==> src/rtl/acl_action_pkg.sv <==
// constants for the per-port priority and remark action bytes
// assumes one byte-wide register port and ports numbered 1 to 5
package acl_action_pkg;

	// register port addresses
	localparam logic [7:0] ADDR_IND_CTRL = 8'h6e;
	localparam logic [7:0] ADDR_IND_OFFS = 8'h6f;
	localparam logic [7:0] ADDR_IND_DATA = 8'ha0;

	// indirect control fields
	localparam int          TBL_SEL_MSB  = 7;
	localparam int          TBL_SEL_LSB  = 5;
	localparam int          PORT_SEL_MSB = 3;
	localparam int          PORT_SEL_LSB = 0;
	localparam logic [2:0] TBL_ACL      = 3'h2;
	localparam logic [3:0] PORT_FIRST   = 4'h1;
	localparam logic [3:0] PORT_LAST    = 4'h5;
	localparam int          NUM_PORTS    = 5;

	// byte offsets inside an entry
	localparam logic [7:0] OFF_PRI_ACTION = 8'h0a;
	localparam logic [7:0] OFF_REMARK_MAP = 8'h0b;

	// priority action byte fields
	localparam int MODE_MSB   = 7;
	localparam int MODE_LSB   = 6;
	localparam int PRI_MSB    = 5;
	localparam int PRI_LSB    = 3;
	localparam int RPE_BIT    = 2;
	localparam int RP_HI_MSB  = 1;
	localparam int RP_HI_LSB  = 0;
	// remark map byte field
	localparam int RP_LO_BIT  = 7;

	// stored entry: {mode[1:0], pri[2:0], rpe, rp_hi[1:0], rp_lo}
	localparam int          ENTRY_W     = 9;
	localparam logic [8:0] ENTRY_RESET = 9'h000;
	localparam logic [7:0] CTRL_RESET  = 8'h00;
	localparam logic [7:0] OFFS_RESET  = 8'h00;

	typedef enum logic [1:0] {
		MODE_NONE    = 2'b00,
		MODE_GREATER = 2'b01,
		MODE_SMALLER = 2'b10,
		MODE_REPLACE = 2'b11
	} prio_mode_type;

endpackage

==> src/rtl/acl_action_store.sv <==
// per-port action entries with registered read ports
// assumes index 0..4 for ports 1..5; other indexes read as zero
`timescale 1ns/1ps
module acl_action_store (
	input  wire logic       clk,
	input  wire logic       rst_b,
	input  wire logic       wr_hi,
	input  wire logic       wr_lo,
	input  wire logic [2:0] wr_idx,
	input  wire logic [8:0] wr_data,
	input  wire logic [2:0] sw_idx,
	output logic      [8:0] sw_q,
	input  wire logic [2:0] fr_idx,
	output logic      [8:0] fr_q
);
	logic [8:0] ent_r   [acl_action_pkg::NUM_PORTS];
	logic [8:0] ent_nxt [acl_action_pkg::NUM_PORTS];
	logic [8:0] sw_q_nxt;
	logic [8:0] fr_q_nxt;

	genvar g;
	generate
		for (g = 0; g < acl_action_pkg::NUM_PORTS; g++) begin : g_ent
			always_comb begin
				ent_nxt[g] = ent_r[g];
				if (wr_hi && wr_idx == 3'(g))
					ent_nxt[g][8:1] = wr_data[8:1];
				if (wr_lo && wr_idx == 3'(g))
					ent_nxt[g][0] = wr_data[0];
			end
			always_ff @(posedge clk) begin
				if (!rst_b)
					ent_r[g] <= acl_action_pkg::ENTRY_RESET;
				else
					ent_r[g] <= ent_nxt[g];
			end
		end
	endgenerate

	always_comb begin
		sw_q_nxt = acl_action_pkg::ENTRY_RESET;
		fr_q_nxt = acl_action_pkg::ENTRY_RESET;
		if (sw_idx < 3'(acl_action_pkg::NUM_PORTS))
			sw_q_nxt = ent_r[sw_idx];
		if (fr_idx < 3'(acl_action_pkg::NUM_PORTS))
			fr_q_nxt = ent_r[fr_idx];
	end

	always_ff @(posedge clk) begin
		if (!rst_b) begin
			sw_q <= acl_action_pkg::ENTRY_RESET;
			fr_q <= acl_action_pkg::ENTRY_RESET;
		end else begin
			sw_q <= sw_q_nxt;
			fr_q <= fr_q_nxt;
		end
	end
endmodule // acl_action_store

==> src/rtl/acl_priority_action_fields.sv <==
// indirect access to per-port priority/remark action bytes, and the
// per-frame priority and vlan priority decision that they steer
// assumes byte register port and frame inputs synchronous to clk
//
// Operation
// - Offset 0x0a makes the data register reach the port's priority byte.
// - Mode 00 keeps the classified priority of a tagged frame.
// - Mode 01 uses the action priority only if above the classified one.
// - Mode 10 uses the action priority only if below the classified one.
// - Mode 11 always substitutes the action priority.
// - The action priority sits at bits 5..3, resets to zero, acts per mode.
// - With remark enable at bit 2 clear the vlan priority passes unchanged.
// - With remark enable set the remark priority replaces the vlan priority.
// - Remark priority bits 2..1 sit in 0x0a[1:0] and bit 0 in 0x0b[7].
`timescale 1ns/1ps
module acl_priority_action_fields (
	input  wire logic       clk,
	input  wire logic       rst_b,
	input  wire logic [7:0] reg_addr,
	input  wire logic [7:0] reg_wdata,
	input  wire logic       reg_wr,
	input  wire logic       reg_rd,
	output logic      [7:0] reg_rdata,
	output logic            reg_rvalid,
	input  wire logic       frame_valid,
	input  wire logic [3:0] frame_port,
	input  wire logic       frame_match,
	input  wire logic       frame_tagged,
	input  wire logic [2:0] frame_pri,
	input  wire logic [2:0] frame_vlan_pri,
	output logic            res_valid,
	output logic      [2:0] res_pri,
	output logic      [2:0] res_vlan_pri,
	output logic            res_remarked
);
	logic [7:0] ctrl_r,  ctrl_nxt;
	logic [7:0] offs_r,  offs_nxt;
	logic       rd_p1_r, rd_p1_nxt;
	logic [7:0] rd_addr_r, rd_addr_nxt;
	logic [7:0] rdata_nxt;
	logic       rvalid_nxt;
	logic       sel_ok;
	logic [2:0] tbl_sel;
	logic [3:0] port_sel;
	logic       off_pri;
	logic       off_map;
	logic [2:0] sel_idx;
	logic       wr_hi;
	logic       wr_lo;
	logic [8:0] wr_data;
	logic [8:0] sw_q;
	logic [8:0] fr_q;
	logic [2:0] fr_idx;
	logic       f1_valid_r,  f1_valid_nxt;
	logic       f1_act_r,    f1_act_nxt;
	logic       f1_tagged_r, f1_tagged_nxt;
	logic [2:0] f1_pri_r,    f1_pri_nxt;
	logic [2:0] f1_vlan_r,   f1_vlan_nxt;
	logic       res_valid_nxt;
	logic [2:0] res_pri_nxt;
	logic [2:0] res_vlan_nxt;
	logic       res_remarked_nxt;
	acl_action_pkg::prio_mode_type priority_select_mode;
	logic [2:0] action_pri;
	logic       remark_enable;
	logic [1:0] remark_priority_high;
	logic       remark_priority_low;

	// selection decode
	always_comb begin
		tbl_sel  = ctrl_r[acl_action_pkg::TBL_SEL_MSB:
			acl_action_pkg::TBL_SEL_LSB];
		port_sel = ctrl_r[acl_action_pkg::PORT_SEL_MSB:
			acl_action_pkg::PORT_SEL_LSB];
		off_pri  = offs_r == acl_action_pkg::OFF_PRI_ACTION;
		off_map  = offs_r == acl_action_pkg::OFF_REMARK_MAP;
		sel_ok   = tbl_sel == acl_action_pkg::TBL_ACL &&
			port_sel >= acl_action_pkg::PORT_FIRST &&
			port_sel <= acl_action_pkg::PORT_LAST;
		sel_idx  = 3'(port_sel - acl_action_pkg::PORT_FIRST);
		wr_hi    = reg_wr && reg_addr == acl_action_pkg::ADDR_IND_DATA &&
			sel_ok && off_pri;
		wr_lo    = reg_wr && reg_addr == acl_action_pkg::ADDR_IND_DATA &&
			sel_ok && off_map;
		wr_data = {reg_wdata, reg_wdata[acl_action_pkg::RP_LO_BIT]};
		fr_idx = 3'(frame_port - acl_action_pkg::PORT_FIRST);
	end

	acl_action_store u_store (
		.clk     (clk),
		.rst_b   (rst_b),
		.wr_hi   (wr_hi),
		.wr_lo   (wr_lo),
		.wr_idx  (sel_idx),
		.wr_data (wr_data),
		.sw_idx  (sel_idx),
		.sw_q    (sw_q),
		.fr_idx  (fr_idx),
		.fr_q    (fr_q)
	);

	// register port: control, offset and two-stage read
	always_comb begin
		ctrl_nxt    = ctrl_r;
		offs_nxt    = offs_r;
		rd_p1_nxt   = reg_rd;
		rd_addr_nxt = reg_rd ? reg_addr : rd_addr_r;
		if (reg_wr && reg_addr == acl_action_pkg::ADDR_IND_CTRL)
			ctrl_nxt = reg_wdata;
		if (reg_wr && reg_addr == acl_action_pkg::ADDR_IND_OFFS)
			offs_nxt = reg_wdata;
		rvalid_nxt = rd_p1_r;
		rdata_nxt  = reg_rdata;
		if (rd_p1_r) begin
			rdata_nxt = 8'h00;
			case (rd_addr_r)
				acl_action_pkg::ADDR_IND_CTRL: rdata_nxt = ctrl_r;
				acl_action_pkg::ADDR_IND_OFFS: rdata_nxt = offs_r;
				acl_action_pkg::ADDR_IND_DATA: begin
					if (sel_ok && off_pri)
						rdata_nxt = sw_q[8:1];
					else if (sel_ok && off_map)
						rdata_nxt = {sw_q[0], 7'h00};
				end
				default: rdata_nxt = 8'h00;
			endcase
		end
	end

	always_ff @(posedge clk) begin
		if (!rst_b) begin
			ctrl_r     <= acl_action_pkg::CTRL_RESET;
			offs_r     <= acl_action_pkg::OFFS_RESET;
			rd_p1_r    <= 1'b0;
			rd_addr_r  <= 8'h00;
			reg_rdata  <= 8'h00;
			reg_rvalid <= 1'b0;
		end else begin
			ctrl_r     <= ctrl_nxt;
			offs_r     <= offs_nxt;
			rd_p1_r    <= rd_p1_nxt;
			rd_addr_r  <= rd_addr_nxt;
			reg_rdata  <= rdata_nxt;
			reg_rvalid <= rvalid_nxt;
		end
	end

	// frame pipeline: stage 1 fetches the entry, stage 2 decides
	always_comb begin
		priority_select_mode = acl_action_pkg::prio_mode_type'(fr_q[8:7]);
		action_pri           = fr_q[6:4];
		remark_enable        = fr_q[3];
		remark_priority_high = fr_q[2:1];
		remark_priority_low  = fr_q[0];
		f1_valid_nxt  = frame_valid;
		f1_act_nxt    = frame_valid && frame_match &&
			frame_port >= acl_action_pkg::PORT_FIRST &&
			frame_port <= acl_action_pkg::PORT_LAST;
		f1_tagged_nxt = frame_tagged;
		f1_pri_nxt    = frame_pri;
		f1_vlan_nxt   = frame_vlan_pri;
		res_valid_nxt    = f1_valid_r;
		res_pri_nxt      = f1_pri_r;
		res_vlan_nxt     = f1_vlan_r;
		res_remarked_nxt = 1'b0;
		if (f1_act_r && f1_tagged_r) begin
			case (priority_select_mode)
				acl_action_pkg::MODE_NONE:    res_pri_nxt = f1_pri_r;
				acl_action_pkg::MODE_GREATER:
					if (action_pri > f1_pri_r) res_pri_nxt = action_pri;
				acl_action_pkg::MODE_SMALLER:
					if (action_pri < f1_pri_r) res_pri_nxt = action_pri;
				acl_action_pkg::MODE_REPLACE: res_pri_nxt = action_pri;
				default:                      res_pri_nxt = f1_pri_r;
			endcase
			if (remark_enable) begin
				res_vlan_nxt = {remark_priority_high, remark_priority_low};
				res_remarked_nxt = 1'b1;
			end
		end
	end

	always_ff @(posedge clk) begin
		if (!rst_b) begin
			f1_valid_r   <= 1'b0;
			f1_act_r     <= 1'b0;
			f1_tagged_r  <= 1'b0;
			f1_pri_r     <= 3'h0;
			f1_vlan_r    <= 3'h0;
			res_valid    <= 1'b0;
			res_pri      <= 3'h0;
			res_vlan_pri <= 3'h0;
			res_remarked <= 1'b0;
		end else begin
			f1_valid_r   <= f1_valid_nxt;
			f1_act_r     <= f1_act_nxt;
			f1_tagged_r  <= f1_tagged_nxt;
			f1_pri_r     <= f1_pri_nxt;
			f1_vlan_r    <= f1_vlan_nxt;
			res_valid    <= res_valid_nxt;
			res_pri      <= res_pri_nxt;
			res_vlan_pri <= res_vlan_nxt;
			res_remarked <= res_remarked_nxt;
		end
	end

	logic f1_on;
	assign f1_on = f1_act_r && f1_tagged_r;
endmodule // acl_priority_action_fields

==> config.mk <==
export PLATFORM = sky130hd
export DESIGN_NAME = acl_priority_action_fields
export DESIGN_NICKNAME = d
export VERILOG_FILES = /design/src/rtl/acl_action_pkg.sv /design/src/rtl/acl_action_store.sv /design/src/rtl/acl_priority_action_fields.sv
export SDC_FILE = /design/constraint.sdc
export NUM_CORES = 1
export LEC_CHECK = 0
export ABC_CLOCK_PERIOD_IN_PS = 3600
export BUFFER_PORTS_ARGS = -buffer_cell sky130_fd_sc_hd__buf_4
export CELL_PAD_IN_SITES_DETAIL_PLACEMENT = 1
export CELL_PAD_IN_SITES_GLOBAL_PLACEMENT = 2
export CORE_MARGIN = 5
export CORE_UTILIZATION = 40
export DETAILED_ROUTE_END_ITERATION = 8
export GPL_ROUTABILITY_DRIVEN = 0
export MAX_ROUTING_LAYER = met4
export PLACE_DENSITY = 0.84
export SKIP_LAST_GASP = 1
export SLEW_MARGIN = 20
export SYNTH_ARGS = -nofsm -noshare
export SYNTH_HDL_FRONTEND = slang
export SYNTH_HIERARCHICAL = 1
export SYNTH_SLANG_ARGS = --single-unit
==> constraint.sdc <==
create_clock -name clk -period 3.6 [get_ports clk]
set_input_delay 0.72 -clock clk [delete_from_list [all_inputs] [get_ports clk]]
set_output_delay 0.72 -clock clk [all_outputs]
set_load 0.05 [all_outputs]
After elaboration in Yosys (flattened, before gate mapping)
Memory sizes are Yosys's and may differ from the RTL's. A register that Yosys moved wholly into a read port is not among the register bits.
Index checks and enable logic that the tools add are counted.
{"block": "word_totals", "n_memories": 1, "inputBits": 33, "ramBits": 45, "register_bits": 51}
{"block": "op_classes", "n_lt_le_gt_ge": 8, "n_reduce_logical": 41, "addsub": 2, "n_bitwise": 10, "n_mux": 32, "eq_ne": 26}
{"memory": "u_store.ent_r", "depth": 5, "width": 9, "rd": 2, "rd_clocked_by_memory_dff": 2, "write_ports": 5, "line_no": "acl_action_store.sv:16", "text": "logic [8:0] ent_r [acl_action_pkg::NUM_PORTS];"}
{"cell": "2-to-1 mux 8 bit", "count": 12}
{"cell": "== test 8 x 7 -> 1 bit, second input constant", "count": 4}
{"cell": "AND reduction 2 bit", "count": 13}
{"cell": "logical AND 1 bit", "count": 24}
{"cell": "one-hot mux 8 bit (3 select lines)", "count": 1}
{"cell": "== test 8 x 4 -> 1 bit, second input constant", "count": 2}
{"cell": "== test 8 bit, second input constant", "count": 2}
{"cell": "2-to-1 mux 3 bit", "count": 5}
{"cell": "2-to-1 mux 1 bit", "count": 13}
{"cell": "one-hot mux 3 bit (4 select lines)", "count": 1}
{"cell": "inequality test 1 bit, second input constant", "count": 10}
{"cell": "bitwise OR 1 bit", "count": 10}
{"cell": "== test 3 x 2 -> 1 bit, second input constant", "count": 3}
{"cell": "greater-or-equal comparator 4 x 1 -> 1 bit, second input constant", "count": 2}
{"cell": "less-or-equal comparator 4 x 3 -> 1 bit, second input constant", "count": 2}
{"cell": "< comparator 3 bit, second input constant", "count": 2}
{"cell": "subtractor 3 x 1 -> 3 bit, second input constant", "count": 2}
{"cell": "== test 2 bit, second input constant", "count": 2}
{"cell": "== test 3 x 1 -> 1 bit, second input constant", "count": 1}
{"cell": "== test 3 bit, second input constant", "count": 1}
{"cell": "> comparator 3 bit", "count": 1}
{"cell": "logical NOT 3 bit", "count": 1}
{"cell": "< comparator 3 bit", "count": 1}
{"cell": "== test 2 x 1 -> 1 bit, second input constant", "count": 1}
{"cell": "other kinds (2)", "count": 3}

Longest topological paths before layout
{"block": "logic_depth", "depth_word": 9, "mapped_depth": 9, "depth_no_buf": 9}

Modules after synthesis
The synthesis kept the hierarchy.
{"mod": "acl_action_store", "n_inst": 1, "cells_per_inst": 225, "area_per_inst_um2": 2947.8, "seq_area_each_um2": 1711.6}
{"mod": "acl_priority_action_fields", "n_inst": 1, "cells_per_inst": 228, "area_per_inst_um2": 2309.7, "seq_area_each_um2": 1021.0}

Least setup slack after synthesis
Ideal clock, no wire load.
{"block": "synth_path", "path_type": "reg-to-reg", "start": "register ctrl_r[0]", "end": "memory u_store.ent_r[2][1], enable pin", "setup_time_ns": 0.384, "stages_incl_launch_ff": 9, "path_slack_ns": 0.702, "t_required_ns": 3.216, "path_buffers": 0, "period_less_slack_ns": 2.898, "arrival_time_ns": 2.514, "cell_sequence": "dfxtp_1 -> inv_1 -> ha_1 -> xnor2_1 -> o2111ai_2 -> nor4_1 -> nor2b_1 -> nand2b_1 -> o21ai_0"}
{"element": "start, declared", "line_no": "acl_priority_action_fields.sv:36", "text": "logic [7:0] ctrl_r, ctrl_nxt;"}
{"element": "start signal, assigned", "line_no": "acl_priority_action_fields.sv:132", "text": "ctrl_r <= acl_action_pkg::CTRL_RESET;"}
{"element": "start signal, assigned", "line_no": "acl_priority_action_fields.sv:139", "text": "ctrl_r <= ctrl_nxt;"}
{"element": "end, declared", "line_no": "acl_action_store.sv:16"}

==> impl_table.tex <==
\begin{tabular}{lr}
\hline
Metric & Value \\
\hline
\multicolumn{2}{l}{\textbf{Layout}} \\
Antenna diode count & 0 \\
Cell Count, Final, Fillers Out & 695 \\
Layout cells sized above 1 & 0.231 \\
Number of nets at the end of the flow & 552 \\
Final design area excluding fillers & 6350 um2 \\
P\&R area growth vs syn & 20.8\% \\
\multicolumn{2}{l}{\textbf{Synthesis}} \\
Number of distinct library cells after synthesis & 57 \\
Post-Synthesis Net Count & $\sim$490 \\
Flip-flop and latch count after synthesis & approximately 110 \\
Post-synth EDFFs & 45 \\
Cells after Synth & roughly 450 \\
Netlist Area Pre-Place & 5260 um2 \\
Mean Syn Cell Area & 11.6 um2 \\
Top FF cell, synth & sky130\_fd\_sc\_hd\_\_dfxtp\_1 \\
Async set or reset register ratio after synthesis & 0 \\
Portion of the post-synthesis area used by sequential elements & 0.520 \\
Yosys warning total & 6 \\
\multicolumn{2}{l}{\textbf{Placement}} \\
Instance area at placement & 5770 um2 \\
Total half-perimeter wirelength after legalization and detailed placement & 10100 um \\
Number of port buffers & between 40 and 50 \\
Post-Place Cells & 665 \\
\multicolumn{2}{l}{\textbf{Die}} \\
Core box area & $\sim$13000 um2 \\
Chip Height & 125 um \\
Standard-cell row count & 41 \\
Boundary pin count & 50 \\
Initial Util & 0.412 \\
Die X & 125 um \\
Area of the die & roughly 16000 um2 \\
\multicolumn{2}{l}{\textbf{Timing}} \\
Period minus WS final & 3130 ps \\
Accumulated negative setup slack & 0 ps \\
Relative max-transition margin & 0.370 \\
Achievable frequency & 319 MHz \\
Worst slew pin tran & roughly 940 ps \\
Clock tree skew after final layout & 8.03 ps \\
Final setup violation count & 0 \\
Final count of pins violating max slew & 0 \\
Setup repair after global routing missed its margin & no \\
Hold slack final & between 400 and 500 ps \\
Final clock period utilization by the worst path & 0.870 \\
Hold violation count in the final report & 0 \\
\multicolumn{2}{l}{\textbf{CTS}} \\
Clock tree sinks & approximately 110 \\
CTS max path bufs & 2 \\
Clk slew on worst S/H paths & roughly 50 ps \\
Setup bufs post-CTS & 0 \\
Clock tree from TritonCTS & done \\
Number of gates resized after cts & 0 \\
Clk\_lat worst skew & 420 ps \\
Number of clock buffers inserted by TritonCTS & 17 \\
H-tree levels & 4 \\
Clock root cell & sky130\_fd\_sc\_hd\_\_clkbuf\_16 \\
Hold Buf Count CTS & 0 \\
\multicolumn{2}{l}{\textbf{Drt}} \\
Via density per instance & roughly 5.4 \\
Residual DRC & 0 \\
Via count & 3747 \\
Final ANT Viol Nets & 0 \\
Wire per inst & $\sim$20 um \\
Detailed router's first-iteration violation count & 243 \\
Initial DRT Pass Iterations & 4 \\
Total routed wirelength & 13800 um \\
\multicolumn{2}{l}{\textbf{Power and ir drop}} \\
Maximum ir drop on the vdd rail & 0.346 mV \\
Power per standard cell area & $\sim$500 nW/um2 \\
Leakage & 2.62 nW \\
Total power consumption of the routed design & 3.25 mW \\
\multicolumn{2}{l}{\textbf{Setup path}} \\
Cells on worst reg2reg path & 9 \\
Data arrival time of the worst path & 3250 ps \\
Setup Crit Path Kind & register to register \\
Startpoint Class & register \\
Nature of the critical path endpoint & register \\
Biggest fanout along the worst timing path & 12 \\
Required arrival time at the worst endpoint & 3720 ps \\
\multicolumn{2}{l}{\textbf{Hold path}} \\
Class of the worst hold path & register to register \\
Hold depth & 1 \\
\multicolumn{2}{l}{\textbf{GRT}} \\
Pin count of the biggest net entering global routing & 31 \\
Residual overflow from global routing & 0 \\
First-pass GRT wire length & 22000 um \\
Number of antenna violations at the first check in global routing & 0 \\
Total GRT Usage & 0.189 \\
Vias in the first global route & approximately 4000 \\
\multicolumn{2}{l}{\textbf{Flow run}} \\
Max-Cap Viols & 0 \\
\multicolumn{2}{l}{\textbf{Outcome}} \\
Run status & finished clean \\
\hline
\end{tabular}
## synthesized netlist by cell type (all sizes together) (8+ instances only)
cell type,instances,area (um2)
a211oi,18,135
a22o,8,70.1
and2,52,325
buf,10,96.3
dfxtp,69,1380
edfxtp,45,1350
inv,13,48.8
mux2,18,203
mux2i,54,541
nand2,10,52.6
nand3,8,45.0
nor2,46,195
o21ai,13,87.6
o22ai,19,119
o2bb2ai,8,70.1
## worst paths after layout
kind	from	to	slack, ps
max	ctrl_r[0]	u_store/ent_r[1][6]	470
min	f1_valid_r	res_valid	440
max reg2reg	ctrl_r[0]	u_store/ent_r[1][6]	470
min reg2reg	f1_valid_r	res_valid	440
## cell families (layout without fill, tap and decap cells)
group                      after synthesis  in the layout  synth area share
adders and majority gates                7              7            0.0167
and+or+nand+nor                        144            144             0.169
xor gates and xnor gates                 2              2           0.00333
DFF                                    114            114             0.520
buffers and inverters                   31            101            0.0333
AOI/OAI and AO/OA                       83             83             0.116
muxes                                   72             72             0.141
## where the power goes
part / leakage (nW) / switching (mW) / total, mW / internal, mW
Clock: 0.284 / 0.541 / 1.61 / 1.06
Sequential: 1.03 / 0.0315 / 1.42 / 1.38
Combinational: 1.31 / 0.135 / 0.230 / 0.0951
Total: 2.62 / 0.707 / 3.25 / 2.54
## stage by stage
| stage | util | worst slack [ps] |
|---|---|---|
| 2_1_floorplan | - | 702 |
| 3_3_place_gp | 0.452 | 572 |
| 3_5_place_dp | 0.452 | 518 |
| 4_1_cts | 0.497 | 487 |
| 5_1_grt | 0.497 | 255 |
| 6_report | 0.497 | 469 |
## per-layer routing
| layer | share of wire | GRT usage | vias up |
|---|---|---|---|
| li1 | - | - | 1784 |
| met3 | 0.053 | 0.0609 | 22 |
| met1 | 0.46 | 0.236 | 1847 |
| met2 | 0.47 | 0.287 | 94 |
| met4 | 0.021 | 0.0741 | 0 |
| met5 | 0 | - | - |
## worst max-delay path, stage by stage (launching register included)
cell	delay [ps]
sky130_fd_sc_hd__dfxtp_1	380
sky130_fd_sc_hd__inv_1	230
sky130_fd_sc_hd__ha_1	290
sky130_fd_sc_hd__xnor2_1	240
sky130_fd_sc_hd__o2111ai_2	200
sky130_fd_sc_hd__nor4_1	410
sky130_fd_sc_hd__nor2b_1	510
sky130_fd_sc_hd__nand2_1	160
sky130_fd_sc_hd__o21ai_0	220
sky130_fd_sc_hd__buf_4	210
## registers in the layout, summed over array words and instances (netlist names)
register / flops
ctrl_r: 8
f1_act_r: 1
f1_pri_r: 3
f1_tagged_r: 1
f1_valid_r: 1
f1_vlan_r: 3
offs_r: 8
rd_addr_r: 8
rd_p1_r: 1
reg_rdata: 8
reg_rvalid: 1
res_pri: 3
res_remarked: 1
res_valid: 1
res_vlan_pri: 3
u_store/ent_r: 45
u_store/fr_q: 9
u_store/sw_q: 9
## cell type report
type | instances | area (um2)
Clock inverter | 4 | 47.5
Fill cell | 1373 | 6420
Sequential cell | 114 | 2730
Inverter | 15 | 56.3
Timing Repair Buffer | 56 | 420
Multi-Input combinational cell | 308 | 2350
Clock buffer | 26 | 529
Tap cell | 172 | 215
## cells in the final DEF (no fill, tap or decap), drive strengths merged, types with 5 or more instances in the layout
master and count:
ha 7, mux2i 54, edfxtp 45, o22ai 19
nand3 8, nand2b 7, nand2 10, dfxtp 69
and2 52, a21oi 5, buf 56, a22o 8
o21ai 13, a211oi 18, o2bb2ai 8, mux2 18
nor2 46, clkbuf 26, inv 13
Power figures use the tool's default switching activity.
